File: src/hall_pkg.sv
package hall_pkg;

  // ==========================================================
  // Data path
  localparam int SAMPLE_W = 10;
  localparam int PERIOD_W = 17;
  localparam int PULSE_W = 16;

  // ==========================================================
  // Timing
  localparam int CLK_HZ = 100_000_000;
  localparam int SPEED_ONLY_LIMIT_HZ = 1000;
  localparam int SPEED_ONLY_PERIOD_US = 1_000_000 / SPEED_ONLY_LIMIT_HZ;
  localparam int SPEED_ONLY_PERIOD_CYC = SPEED_ONLY_PERIOD_US * (CLK_HZ / 1_000_000);
  localparam int MAX_INPUT_HZ = 12000;
  // Longest pulse must end inside the shortest input period
  localparam int MIN_INPUT_PERIOD_CYC = CLK_HZ / MAX_INPUT_HZ;

  // ==========================================================
  // Calibration
  localparam logic [1:0] CAL_TRANSITIONS = 2'h2;
  localparam logic [SAMPLE_W-1:0] INITIAL_NOISE_CONSTANT = 10'h004;
  localparam logic [SAMPLE_W-1:0] MIN_DETECT_AMPLITUDE = 10'h010;
  localparam logic [SAMPLE_W-1:0] DIR_LIMIT = 10'h008;
  localparam logic [SAMPLE_W:0] GAIN_LEVEL_HI = 11'h200;
  localparam logic [SAMPLE_W:0] GAIN_LEVEL_MID = 11'h100;
  localparam logic [SAMPLE_W:0] GAIN_LEVEL_LO = 11'h080;
  localparam logic [SAMPLE_W-1:0] GAIN_NOISE_CONSTANT [4] = '{10'h010, 10'h008, 10'h004, 10'h002};
  localparam logic [SAMPLE_W-1:0] GAIN_HYSTERESIS [4] = '{10'h040, 10'h020, 10'h010, 10'h008};

  // ==========================================================
  // Output pulse lengths in clock cycles
  localparam logic [PULSE_W-1:0] PULSE_SPEED_CYC = 16'h0190;
  localparam logic [PULSE_W-1:0] LEFT_TURN_PULSE_CYC = 16'h0320;
  localparam logic [PULSE_W-1:0] RIGHT_TURN_PULSE_CYC = 16'h0640;

  typedef enum logic [1:0] {PULSE_SPEED, PULSE_LEFT, PULSE_RIGHT} pulse_kind_e;
  typedef enum logic {PH_UNCAL, PH_CAL} cal_mode_e;

endpackage : hall_pkg

File: src/pulse_if.sv
`timescale 1ns/1ps
interface pulse_if;
  import hall_pkg::*;
  logic req;
  pulse_kind_e kind;
  logic busy;
  modport src (output req, output kind, input busy);
  modport enc (input req, input kind, output busy);
endinterface : pulse_if

File: src/hall_speed_direction_encoder.sv
`timescale 1ns/1ps
// Operation
// - One clock drives signal processing and the output encoder.
// - Uncalibrated: output held at low current, no pulses.
// - Uncalibrated: steps count only above noise constant; rising slopes issue triggers.
// - Self-calibration completes after two input transitions.
// - Offset is the mean of captured minimum and maximum, driven to DAC.
// - Calibrated offset update needs two extremes and matching slope direction.
// - Offset updates neither cause nor wait for output switching.
// - Gain chosen from amplitude and offset; noise constant follows gain.
// - Calibrated: switch at adaptive threshold, one pulse per rising edge.
// - Amplitudes below minimum detection limit cause no switching.
// - Hysteresis follows gain; smaller signals cause no switching.
// - Speed-only pulse first, and when input exceeds 1 kHz.
// - Left pulse for motion from supply pin toward ground pin.
// - Right pulse for motion from ground pin toward supply pin.
// - At each crossing subtract direction sample from stored one, then store.
// - Direction from difference sign combined with rising or falling edge.
// - First pulse after power-up is always speed-only.
// - Vibration: small speed amplitude, small direction, or alternating direction.
// - Vibration suppression only in calibrated mode.
// - High current is on, low is off; pulse length codes speed and direction.
// - Works from standstill up to 12 kHz input.
module hall_speed_direction_encoder
  import hall_pkg::*;
#(
  parameter int SPEED_ONLY_PERIOD = SPEED_ONLY_PERIOD_CYC
)
(
  input wire logic clk_sys_i,
  input wire logic reset_n_i,
  input wire logic sample_valid_i,
  input wire logic signed [SAMPLE_W-1:0] speed_sample_i,
  input wire logic signed [SAMPLE_W-1:0] dir_sample_i,
  output logic signed [SAMPLE_W-1:0] offset_dac_o,
  output logic [1:0] gain_sel_o,
  output logic calibrated_o,
  output logic uncal_trigger_o,
  output logic vibration_o,
  output logic current_high_o
);

  cal_mode_e mode;
  logic signed [SAMPLE_W-1:0] track;
  logic slope_up;
  logic slope_known;
  logic [SAMPLE_W-1:0] noise;
  logic signed [SAMPLE_W-1:0] max_val;
  logic signed [SAMPLE_W-1:0] min_val;
  logic have_max;
  logic have_min;
  logic [1:0] ext_cnt;
  logic mag_high;
  logic signed [SAMPLE_W-1:0] dir_store;
  logic dir_have;
  logic dir_valid;
  logic last_left;
  logic first_done;
  logic [PERIOD_W-1:0] period_cnt;

  logic signed [SAMPLE_W:0] delta;
  logic signed [SAMPLE_W:0] noise_s;
  logic step_up;
  logic step_dn;
  logic peak_found;
  logic valley_found;
  logic ext_event;
  logic pair_ok;
  logic signed [SAMPLE_W-1:0] new_max;
  logic signed [SAMPLE_W-1:0] new_min;
  logic signed [SAMPLE_W:0] sum_new;
  logic signed [SAMPLE_W-1:0] mean_new;
  logic [SAMPLE_W:0] level;
  logic [1:0] next_gain;
  logic signed [SAMPLE_W:0] hyst_s;
  logic signed [SAMPLE_W:0] corr;
  logic signed [SAMPLE_W:0] amp_now;
  logic big_enough;
  logic rise_x;
  logic fall_x;
  logic signed [SAMPLE_W:0] diff_now;
  logic [SAMPLE_W:0] abs_diff;
  logic left_now;
  logic alt_now;
  logic vib_now;
  logic fast;
  logic cal_done;

  pulse_if pif ();

  // ==========================================================
  // Slope tracking with noise constant
  assign noise_s = $signed({1'b0, noise});
  assign delta = speed_sample_i - track;
  assign step_up = delta > noise_s;
  assign step_dn = delta < -noise_s;
  assign peak_found = sample_valid_i && step_dn && slope_known && slope_up;
  assign valley_found = sample_valid_i && step_up && slope_known && !slope_up;
  assign ext_event = peak_found || valley_found;

  always_ff @(posedge clk_sys_i or negedge reset_n_i)
  begin
    if (!reset_n_i)
    begin
      track <= '0;
      slope_up <= 1'b0;
      slope_known <= 1'b0;
    end
    else if (sample_valid_i && (step_up || step_dn))
    begin
      track <= speed_sample_i;
      slope_up <= step_up;
      slope_known <= 1'b1;
    end
  end

  // Trigger on the first rising slope and on each later one while uncalibrated
  always_ff @(posedge clk_sys_i or negedge reset_n_i)
  begin
    if (!reset_n_i)
      uncal_trigger_o <= 1'b0;
    else
      uncal_trigger_o <= mode == PH_UNCAL && sample_valid_i && step_up && (!slope_known || !slope_up);
  end

  // ==========================================================
  // Peak detection
  assign new_max = peak_found ? track : max_val;
  assign new_min = valley_found ? track : min_val;
  assign sum_new = new_max + new_min;
  assign mean_new = sum_new[SAMPLE_W:1];
  assign pair_ok = (have_max || peak_found) && (have_min || valley_found);
  assign level = (SAMPLE_W+1)'(new_max - new_min) + (mean_new < 0 ? (SAMPLE_W+1)'(-mean_new)
    : (SAMPLE_W+1)'(mean_new));

  always_comb
  begin
    if (level >= GAIN_LEVEL_HI)
      next_gain = 2'h0;
    else if (level >= GAIN_LEVEL_MID)
      next_gain = 2'h1;
    else if (level >= GAIN_LEVEL_LO)
      next_gain = 2'h2;
    else
      next_gain = 2'h3;
  end

  always_ff @(posedge clk_sys_i or negedge reset_n_i)
  begin
    if (!reset_n_i)
    begin
      max_val <= '0;
      min_val <= '0;
      have_max <= 1'b0;
      have_min <= 1'b0;
      ext_cnt <= '0;
    end
    else if (ext_event)
    begin
      max_val <= new_max;
      min_val <= new_min;
      have_max <= have_max || peak_found;
      have_min <= have_min || valley_found;
      if (ext_cnt != CAL_TRANSITIONS)
        ext_cnt <= ext_cnt + 2'h1;
    end
  end

  // ==========================================================
  // Mode, gain and offset
  assign cal_done = mode == PH_UNCAL && ext_event && ext_cnt == CAL_TRANSITIONS - 2'h1 && pair_ok;

  always_ff @(posedge clk_sys_i or negedge reset_n_i)
  begin
    if (!reset_n_i)
    begin
      mode <= PH_UNCAL;
      gain_sel_o <= '0;
      noise <= INITIAL_NOISE_CONSTANT;
    end
    else if (cal_done)
    begin
      mode <= PH_CAL;
      gain_sel_o <= next_gain;
      noise <= GAIN_NOISE_CONSTANT[next_gain];
    end
  end

  assign calibrated_o = mode == PH_CAL;

  // Driven from the slope tracker, not the comparator, so it never couples to the output
  always_ff @(posedge clk_sys_i or negedge reset_n_i)
  begin
    if (!reset_n_i)
      offset_dac_o <= '0;
    else if (cal_done)
      offset_dac_o <= mean_new;
    else if (mode == PH_CAL && pair_ok && ((valley_found && mean_new > offset_dac_o)
      || (peak_found && mean_new < offset_dac_o)))
      offset_dac_o <= mean_new;
  end

  // ==========================================================
  // Calibrated switching with adaptive hysteresis
  assign hyst_s = $signed({1'b0, GAIN_HYSTERESIS[gain_sel_o]});
  assign corr = speed_sample_i - offset_dac_o;
  assign amp_now = max_val - min_val;
  assign big_enough = amp_now >= $signed({1'b0, MIN_DETECT_AMPLITUDE}) && amp_now >= hyst_s;
  // Decided per sample with no pipeline, so any rate up to the top input frequency is followed
  assign rise_x = mode == PH_CAL && sample_valid_i && !mag_high && corr > (hyst_s >>> 1) && big_enough;
  assign fall_x = mode == PH_CAL && sample_valid_i && mag_high && corr < -(hyst_s >>> 1);

  always_ff @(posedge clk_sys_i or negedge reset_n_i)
  begin
    if (!reset_n_i)
      mag_high <= 1'b0;
    else if (rise_x)
      mag_high <= 1'b1;
    else if (fall_x)
      mag_high <= 1'b0;
  end

  // ==========================================================
  // Direction
  assign diff_now = dir_store - dir_sample_i;
  assign abs_diff = diff_now < 0 ? (SAMPLE_W+1)'(-diff_now) : (SAMPLE_W+1)'(diff_now);
  assign left_now = (diff_now > 0) ^ fall_x;
  assign alt_now = dir_valid && dir_have && left_now != last_left;
  assign vib_now = mode == PH_CAL && (amp_now < hyst_s || (dir_have && abs_diff < {1'b0, DIR_LIMIT})
    || alt_now);

  always_ff @(posedge clk_sys_i or negedge reset_n_i)
  begin
    if (!reset_n_i)
    begin
      dir_store <= '0;
      dir_have <= 1'b0;
      dir_valid <= 1'b0;
      last_left <= 1'b0;
    end
    else if (rise_x || fall_x)
    begin
      dir_store <= dir_sample_i;
      dir_have <= 1'b1;
      if (dir_have)
      begin
        dir_valid <= 1'b1;
        last_left <= left_now;
      end
    end
  end

  always_ff @(posedge clk_sys_i or negedge reset_n_i)
  begin
    if (!reset_n_i)
      vibration_o <= 1'b0;
    else if (rise_x)
      vibration_o <= vib_now;
  end

  // ==========================================================
  // Input period for the speed-only limit
  always_ff @(posedge clk_sys_i or negedge reset_n_i)
  begin
    if (!reset_n_i)
      period_cnt <= '1;
    else if (rise_x)
      period_cnt <= '0;
    else if (period_cnt != '1)
      period_cnt <= period_cnt + 17'h0_0001;
  end

  assign fast = period_cnt < SPEED_ONLY_PERIOD;

  // ==========================================================
  // Pulse request
  assign pif.req = rise_x && !vib_now;
  assign pif.kind = (!first_done || !dir_valid || fast) ? PULSE_SPEED
    : (left_now ? PULSE_LEFT : PULSE_RIGHT);

  always_ff @(posedge clk_sys_i or negedge reset_n_i)
  begin
    if (!reset_n_i)
      first_done <= 1'b0;
    else if (pif.req && !pif.busy)
      first_done <= 1'b1;
  end

  // Same clock as the front end, no crossing needed
  pulse_encoder u_encoder (
    .clk_sys_i(clk_sys_i),
    .reset_n_i(reset_n_i),
    .pif(pif.enc),
    .current_high_o(current_high_o)
  );
endmodule : hall_speed_direction_encoder

File: src/pulse_encoder.sv
`timescale 1ns/1ps
module pulse_encoder
  import hall_pkg::*;
(
  input wire logic clk_sys_i,
  input wire logic reset_n_i,
  pulse_if.enc pif,
  output logic current_high_o
);

  logic [PULSE_W-1:0] remain;
  logic [PULSE_W-1:0] next_len;

  // ==========================================================
  // Length select
  always_comb
  begin
    case (pif.kind)
      PULSE_LEFT: next_len = LEFT_TURN_PULSE_CYC;
      PULSE_RIGHT: next_len = RIGHT_TURN_PULSE_CYC;
      default: next_len = PULSE_SPEED_CYC;
    endcase
  end

  assign pif.busy = current_high_o;

  // ==========================================================
  // High current for the pulse, low supply current otherwise
  always_ff @(posedge clk_sys_i or negedge reset_n_i)
  begin
    if (!reset_n_i)
    begin
      current_high_o <= 1'b0;
      remain <= '0;
    end
    else if (pif.req && !pif.busy)
    begin
      current_high_o <= 1'b1;
      remain <= next_len - 16'h0001;
    end
    else if (current_high_o)
    begin
      if (remain == '0)
        current_high_o <= 1'b0;
      else
        remain <= remain - 16'h0001;
    end
  end

  // ==========================================================
  // Checks
  logic [PULSE_W-1:0] width;
  logic [PULSE_W-1:0] expect_len;

  always_ff @(posedge clk_sys_i or negedge reset_n_i)
  begin
    if (!reset_n_i)
    begin
      width <= '0;
      expect_len <= '0;
    end
    else
    begin
      width <= current_high_o ? width + 16'h0001 : '0;
      if (pif.req && !pif.busy)
        expect_len <= next_len;
    end
  end
endmodule : pulse_encoder

File: config.mk
export PLATFORM = sky130hd
export DESIGN_NAME = hall_speed_direction_encoder
export DESIGN_NICKNAME = d
export VERILOG_FILES = /design/src/hall_pkg.sv /design/src/pulse_if.sv /design/src/hall_speed_direction_encoder.sv /design/src/pulse_encoder.sv
export SDC_FILE = /design/constraint.sdc
export NUM_CORES = 1
export LEC_CHECK = 0
export BUFFER_PORTS_ARGS = -buffer_cell sky130_fd_sc_hd__buf_2
export CORE_AREA = 2 2 126 128
export CTS_BUF_LIST = sky130_fd_sc_hd__clkbuf_4 sky130_fd_sc_hd__clkbuf_8 sky130_fd_sc_hd__clkbuf_16
export DETAILED_ROUTE_END_ITERATION = 8
export DIE_AREA = 0 0 128 130
export PLACE_DENSITY = 0.74
export SLEW_MARGIN = 10
export SYNTH_ARGS = -nofsm -noshare
export SYNTH_HDL_FRONTEND = slang
export SYNTH_SLANG_ARGS = --single-unit
File: constraint.sdc
create_clock -name clk_sys_i -period 12.94 [get_ports clk_sys_i]
set_clock_uncertainty 0.1 [all_clocks]
set_input_delay 1.941 -clock clk_sys_i [delete_from_list [all_inputs] [get_ports clk_sys_i]]
set_output_delay 1.941 -clock clk_sys_i [all_outputs]
set_load 0.05 [all_outputs]
# Word-level counts from Yosys, hierarchy flattened
# Index checks and enable logic that the tools add are counted.
[totals]
out_inout_bits = 16
word_cells = 153
ff_bits = 110
[classes]
muxes = 28
n_addsub = 15
n_reduce_logical = 57
order_cmp = 19
n_eq_ne = 7
bitwise_logic = 4
[op_table]
columns = ["cell", "n"]
rows = [
  ["10-bit 2-to-1 mux", 8],
  ["10-bit by 10-bit subtractor with 11-bit output", 5],
  ["16-bit 2-to-1 mux", 3],
  ["10-bit binary-select mux with 2-bit select", 2],
  ["17-bit 2-to-1 mux", 2],
  ["11-bit < comparator", 3],
  ["1-bit logical AND", 31],
  ["11-bit 2-to-1 mux", 2],
  ["10-bit negator with 11-bit output", 2],
  ["11-bit one-hot mux with 2 select lines", 1],
  ["17-bit by 1-bit adder with 17-bit output, second input constant", 1],
  ["17-bit < comparator, second input constant", 1],
  ["17-bit != test, second input constant", 1],
  ["16-bit logical NOT", 1],
  ["16-bit by 1-bit subtractor with 16-bit output, second input constant", 1],
  ["11-bit by 1-bit subtractor with 12-bit output, second input constant", 1],
  ["10-bit by 10-bit adder with 11-bit output", 1],
  ["11-bit adder", 1],
  ["11-bit by 10-bit >= comparator with 1-bit output, second input constant", 1],
  ["11-bit >= comparator", 1],
  ["11-bit by 6-bit >= comparator with 1-bit output, second input constant", 1],
  ["11-bit by 8-bit >= comparator with 1-bit output, second input constant", 1],
  ["11-bit by 9-bit >= comparator with 1-bit output, second input constant", 1],
  ["11-bit by 1-bit greater-than comparator with 1-bit output, second input constant", 1],
  ["other kinds (24)", 57],
]

# Depth between registers and ports, before layout
[depth]
depth_word = 18
mapped_depth = 48
ltp_nobuf = 45

# Cells and area by module
# Synthesis repeated with hierarchy kept, for this count alone.
[unflattened]
cells_unflattened = 1032
area_unflattened_um2 = 9273.9
[modules_own_cells]
columns = ["mod", "area_per_inst_um2", "n_inst", "cells_each", "seq_area_each_um2"]
rows = [
  ["hall_speed_direction_encoder", 8077.7, 1, 897, 2199.6],
  ["pulse_encoder", 1196.1, 1, 135, 425.4],
]

# Worst setup path before layout
# OpenSTA, ideal clock, no wires.
[synth_timing]
path_kind = "input to register"
from = "input port speed_sample_i[0]"
to = "register noise[1]"
setup_ns = 0.068
slack_ns = 2.990
path_stages = 46
arrival_time_ns = 9.782
required_time_ns = 12.772
path_cell_list = "inv_1 > ha_1 > inv_1 > fa_1 > a211oi_4 > o21bai_1 > a21oi_1 > xnor2_1 > ha_1 > a211oi_1 > o21ai_0 > o211ai_1 > a211oi_1 > nor2_1 > inv_1 > clkbuf_1 > clkbuf_1 > nand2_1 > [... 10 more ...] > mux2i_1 > clkbuf_1 > nor2_1 > a21oi_1 > fa_1 > fa_1 > a21oi_1 > nor2b_1 > o21ai_0 > a21boi_0 > o21ai_0 > nand2b_1 > a21oi_1 > o21bai_1 > a21oi_1 > xnor2_1 > nor4_2 > a32o_1"
[synth_via]
elab_chain_len = 18
[synth_lines]
columns = ["item", "line_no", "source"]
rows = [
  ["start, declared", "hall_speed_direction_encoder.sv:33", "input wire logic signed [SAMPLE_W-1:0] speed_sample_i,"],
  ["10-bit by 10-bit subtractor with 11-bit output *", "hall_speed_direction_encoder.sv:94", "assign delta = speed_sample_i - track;"],
  ["11-bit < comparator *", "hall_speed_direction_encoder.sv:96", "assign step_dn = delta < -noise_s;"],
  ["1-bit logical AND * (3 in a row)", "hall_speed_direction_encoder.sv:97", "assign peak_found = sample_valid_i && step_dn && slope_known && slope_up;"],
  ["10-bit 2-to-1 mux *", "hall_speed_direction_encoder.sv:128", "assign new_max = peak_found ? track : max_val;"],
  ["named net new_max[1]", "hall_speed_direction_encoder.sv:69", "logic signed [SAMPLE_W-1:0] new_max;"],
  ["10-bit by 10-bit adder with 11-bit output", "hall_speed_direction_encoder.sv:130", "assign sum_new = new_max + new_min;"],
  ["10-bit negator with 11-bit output / 10-bit by 1-bit < comparator with 1-bit output (equally long branches)", "hall_speed_direction_encoder.sv:133", "assign level = (SAMPLE_W+1)'(new_max - new_min) + (mean_new < 0 ? (SAMPLE_W+1)'(-mean_new)"],
  ["11-bit 2-to-1 mux", "hall_speed_direction_encoder.sv:133", ""],
  ["11-bit adder *", "hall_speed_direction_encoder.sv:133", ""],
  ["11-bit by 8-bit >= comparator with 1-bit output", "hall_speed_direction_encoder.sv:142", "else if (level >= GAIN_LEVEL_LO)"],
  ["1-bit 2-to-1 mux", "hall_speed_direction_encoder.sv:142", ""],
  ["2-bit 2-to-1 mux", "hall_speed_direction_encoder.sv:140", "else if (level >= GAIN_LEVEL_MID)"],
  ["2-bit 2-to-1 mux *", "hall_speed_direction_encoder.sv:138", "if (level >= GAIN_LEVEL_HI)"],
  ["2-bit inverter with 3-bit output (implied by the code) *", "hall_speed_direction_encoder.sv:185", "noise <= GAIN_NOISE_CONSTANT[next_gain];"],
  ["10-bit binary-select mux with 2-bit select *", "hall_speed_direction_encoder.sv:185", ""],
  ["10-bit 2-to-1 mux (implied by the code) * (2 in a row)", "hall_speed_direction_encoder.sv:185", ""],
  ["end signal, assigned", "hall_speed_direction_encoder.sv:185", ""],
  ["end, declared", "hall_speed_direction_encoder.sv:47", "logic [SAMPLE_W-1:0] noise;"],
]
# The timed path passes the listed nets; every way through them passes the cells marked *. The select of a mux whose other input is x is not followed.
# A chain may end at the register's enable or synchronous reset.

# Worst setup path after layout
[layout_timing]
from = "input port speed_sample_i[0]"
to = "register noise[2]"
# Same word-level chain as after synthesis.

==> out/results.md <==
- root buffer selected by CTS: sky130_fd_sc_hd__clkbuf_16
- share of the yosys chip area belonging to registers: 30.3%
- synthesized netlist cell count: 970
- Area contributors post-synth: sky130_fd_sc_hd__dfrtp_1, sky130_fd_sc_hd__ha_1, sky130_fd_sc_hd__dfstp_2
- share of synthesized cell area in full adder, half adder and majority cells: 18.2%
- row count: 46
- Met1 Routed Length: 8.89 mm
- fill cell instance count of the final layout: 1376
- ys flop type: sky130_fd_sc_hd__dfrtp_1
- CTS sink count: 104
- min Tclk post-route: 10.81 ns
- most common cell type on the critical path: sky130_fd_sc_hd__a21oi_1
- Max Cap Violations: 0
- register bit total from synthesis: 104
- count of unique library cells instantiated by Yosys: 77
- die width: 128 µm
- run status: completed
- TritonCTS clock tree: built
- Routed WL per cell: 15.9 µm
- synthesized-area fraction occupied by xor and xnor cells: 6.35%
- total negative setup slack: 0 ns
- delay of the slowest cell on the worst path: 0.55 ns
- slew at the pin closest to its max-slew limit: 0.968 ns
- startpoint class of the critical path: input port
- DR DRC count: 0
- number of warnings issued by yosys: 0
- Setup Viol. Count Final: 0
- hold buffer count at CTS: 0
- arrival time of data at the critical path endpoint: 11.01 ns
- share of async-settable or async-resettable flops after synthesis: 100%
- maximum clock rate: 92.5 MHz
- global placement routability congestion: 0.912
- max layer used: met4
- Port Buffers: 38
- layout overhead on the synthesized area: 7.85%
- EDFF count, synth: 0
- Hold/Removal Path Class: flop to flop
- worst hold-check slack: 0.386 ns
- overall overflow remaining after global route: 0
- post-synthesis cell type with the largest combined area: sky130_fd_sc_hd__dfrtp_1
- number of levels in the clock H-tree: 3
- routed length on met2: 8.64 mm
- kind of end point of the critical path: flop
- detailed-router iteration count before antenna repair: 5
- buffer count from post-CTS setup fixing: 0
- final hold violations: 0
- mux share of post-synthesis cell area: 4.23%
- clock insertion delay at the later pin of the skew report: 0.36 ns
- combinational family with the most area after synthesis: compound AO/OA/AOI/OAI gates
- layout cells sized above 1: 11.6%
- detailed-route vias per instance: 5.75
- net count of the finished layout: 1147
- area of the mapped netlist: 8670 µm²
- start-to-end type of the worst setup path: input port to flop
- die outline height: 130 µm
- number of resized instances in the post-cts repair step: 0
- RSZ-0062 raised after global routing: false
- complex-gate fraction of the synthesized area: 18.3%
- count of antenna-violating nets left after detailed routing: 0
- starting density of the core: 56.2%
- post-CTS clock slew at the launch and capture registers of the worst setup and hold paths: 0.07 ns
- Slew Limit Headroom: 33.6%
- worst path required time: 13.14 ns
- HPWL reported at the end of detailed placement: 15.3 mm
- count of antenna diodes in the layout: 0
- number of buffers created by CTS: 9
- sum of routed wire length over all layers: 19.1 mm
- Die Footprint: 16600 µm²
- initial antenna violation count: 0
- core region area: 15400 µm²
- maximum number of pins on one net before global-route repair: 60
- portion of the clock cycle consumed by the worst path in the final layout: 83.5%
- Max Transition Viols Final: 0
- critical path fanouts, max: 29
- detailed route wirelength on metal3: 870 µm
- via count of the routed design: 6922
- vias in the first global route: 6853
- wire length of the first global-routing pass: 32.9 mm
- area fraction of the dominant cell type after synthesis: 24.8%
- Synth Area in Simple Gates: 17.0%
- number of buffers on the longest clock path: 2
- Boundary Pins: 39
- standard cell with the maximum stage delay on the critical path: sky130_fd_sc_hd__inv_1
- global-route total usage across every layer: 24.9%
- average size of a mapped cell: 8.94 µm²
- number of DRC violations after detailed-routing iteration 0: 384
-- metal layers --
| layer | track usage [%] | vias up |
|---|---|---|
| met5 | 0 | - |
| met1 | 32.7 | 3265 |
| met2 | 40.4 | 134 |
| met4 | 10.5 | 0 |
| met3 | 5.17 | 35 |
| li1 | - | 3488 |
-- metrics by stage --
stage | instance area (µm²) | setup WS, ns | instances | util, %
2_1_floorplan | 8680 | 2.99 | 971 | -
3_3_place_gp | 9070 | 2.00 | 1188 | 58.8
3_5_place_dp | 9070 | 1.74 | 1188 | 58.8
4_1_cts | 9350 | 2.11 | 1204 | 60.6
5_1_grt | 9350 | 1.08 | 1204 | 60.6
6_report | 9350 | 2.13 | 1204 | 60.6
-- cells in the final DEF (no fill, tap or decap), types with 7 or more instances in the layout --
cell type / n
sky130_fd_sc_hd__o21a_1: 21
sky130_fd_sc_hd__o21ai_0: 74
sky130_fd_sc_hd__nand3_1: 22
sky130_fd_sc_hd__a211oi_1: 11
sky130_fd_sc_hd__o21bai_1: 7
sky130_fd_sc_hd__mux2_2: 18
sky130_fd_sc_hd__inv_1: 114
sky130_fd_sc_hd__nand2b_1: 19
sky130_fd_sc_hd__fa_1: 14
sky130_fd_sc_hd__buf_2: 37
sky130_fd_sc_hd__mux2i_1: 15
sky130_fd_sc_hd__xor2_1: 24
sky130_fd_sc_hd__dfrtp_1: 86
sky130_fd_sc_hd__and2_1: 9
sky130_fd_sc_hd__a21oi_1: 36
sky130_fd_sc_hd__nor2_1: 61
sky130_fd_sc_hd__clkbuf_16: 9
sky130_fd_sc_hd__nor3_1: 20
sky130_fd_sc_hd__nand4_1: 10
sky130_fd_sc_hd__ha_1: 103
sky130_fd_sc_hd__xnor2_1: 37
sky130_fd_sc_hd__a21o_1: 12
sky130_fd_sc_hd__o211ai_1: 9
sky130_fd_sc_hd__nor4_1: 14
sky130_fd_sc_hd__nor2b_1: 24
sky130_fd_sc_hd__nand2_1: 69
sky130_fd_sc_hd__or2_2: 9
sky130_fd_sc_hd__dfstp_2: 18
-- worst paths after layout --
kind / slack [ns] / cells past startpoint / to / from
max: 2.13 / 44 / noise[2] / speed_sample_i[0]
min: 0.39 / 1 / first_done / first_done
max reg2reg: 3.30 / 42 / noise[2] / track[0]
min reg2reg: 0.39 / 1 / first_done / first_done
max in group asynchronous: 10.08 / 2 / min_val[1] / reset_n_i
min in group asynchronous: 1.48 / 1 / dir_store[3] / reset_n_i
-- Yosys cell counts (7+ instances only) --
| library cell | count |
|---|---|
| sky130_fd_sc_hd__a211oi_1 | 11 |
| sky130_fd_sc_hd__a21o_1 | 12 |
| sky130_fd_sc_hd__a21oi_1 | 36 |
| sky130_fd_sc_hd__and2_1 | 9 |
| sky130_fd_sc_hd__clkbuf_1 | 13 |
| sky130_fd_sc_hd__dfrtp_1 | 86 |
| sky130_fd_sc_hd__dfstp_2 | 18 |
| sky130_fd_sc_hd__fa_1 | 14 |
| sky130_fd_sc_hd__ha_1 | 103 |
| sky130_fd_sc_hd__inv_1 | 114 |
| sky130_fd_sc_hd__mux2_2 | 18 |
| sky130_fd_sc_hd__mux2i_1 | 15 |
| sky130_fd_sc_hd__nand2_1 | 69 |
| sky130_fd_sc_hd__nand2b_1 | 19 |
| sky130_fd_sc_hd__nand3_1 | 22 |
| sky130_fd_sc_hd__nand4_1 | 10 |
| sky130_fd_sc_hd__nor2_1 | 61 |
| sky130_fd_sc_hd__nor2b_1 | 24 |
| sky130_fd_sc_hd__nor3_1 | 20 |
| sky130_fd_sc_hd__nor4_1 | 14 |
| sky130_fd_sc_hd__o211ai_1 | 9 |
| sky130_fd_sc_hd__o21a_1 | 21 |
| sky130_fd_sc_hd__o21ai_0 | 74 |
| sky130_fd_sc_hd__o21bai_1 | 7 |
| sky130_fd_sc_hd__or2_2 | 9 |
| sky130_fd_sc_hd__xnor2_1 | 37 |
| sky130_fd_sc_hd__xor2_1 | 24 |
-- sequential cells by signal, summed over array words and instances (netlist names), 2 cells and up --
signal            count
offset_dac_o         10
track                10
period_cnt           17
min_val              10
ext_cnt               2
dir_store            10
gain_sel_o            2
noise                 4
max_val              10
u_encoder.remain     16
-- area by class of cell --
type / instances / area, µm² / share of cell area [%]
multi-input cells: 737 / 5560 / 59.5
clock inverters: 5 / 43.8 / 0.468
clock buffers: 11 / 240 / 2.57
flip-flops and latches: 104 / 2630 / 28.1
well taps: 192 / 240 / 2.57
repair buffers: 41 / 215 / 2.30
inverters: 114 / 428 / 4.58
-- critical path, delay by kind of cell --
kind | cells | cell delay, ns
compound gates | 23 | 4.06
xor+xnor | 2 | 0.21
mux | 1 | 0.33
simple gates | 8 | 1.23
fa+ha+maj | 6 | 2.42
buf+inv | 4 | 0.79
-- kinds of logic (layout without fill, tap and decap cells) --
group	after synthesis	count (layout)
DFF	104	104
muxes	34	34
AOI/OAI and AO/OA	233	233
xor gates and xnor gates	62	62
other	1	2
buffers and inverters	130	171
adders and majority gates	118	118
and+or+nand+nor	288	288
Power is not shown: default switching activity piles up to over one toggle a cycle in this logic, so the estimate is an artifact.
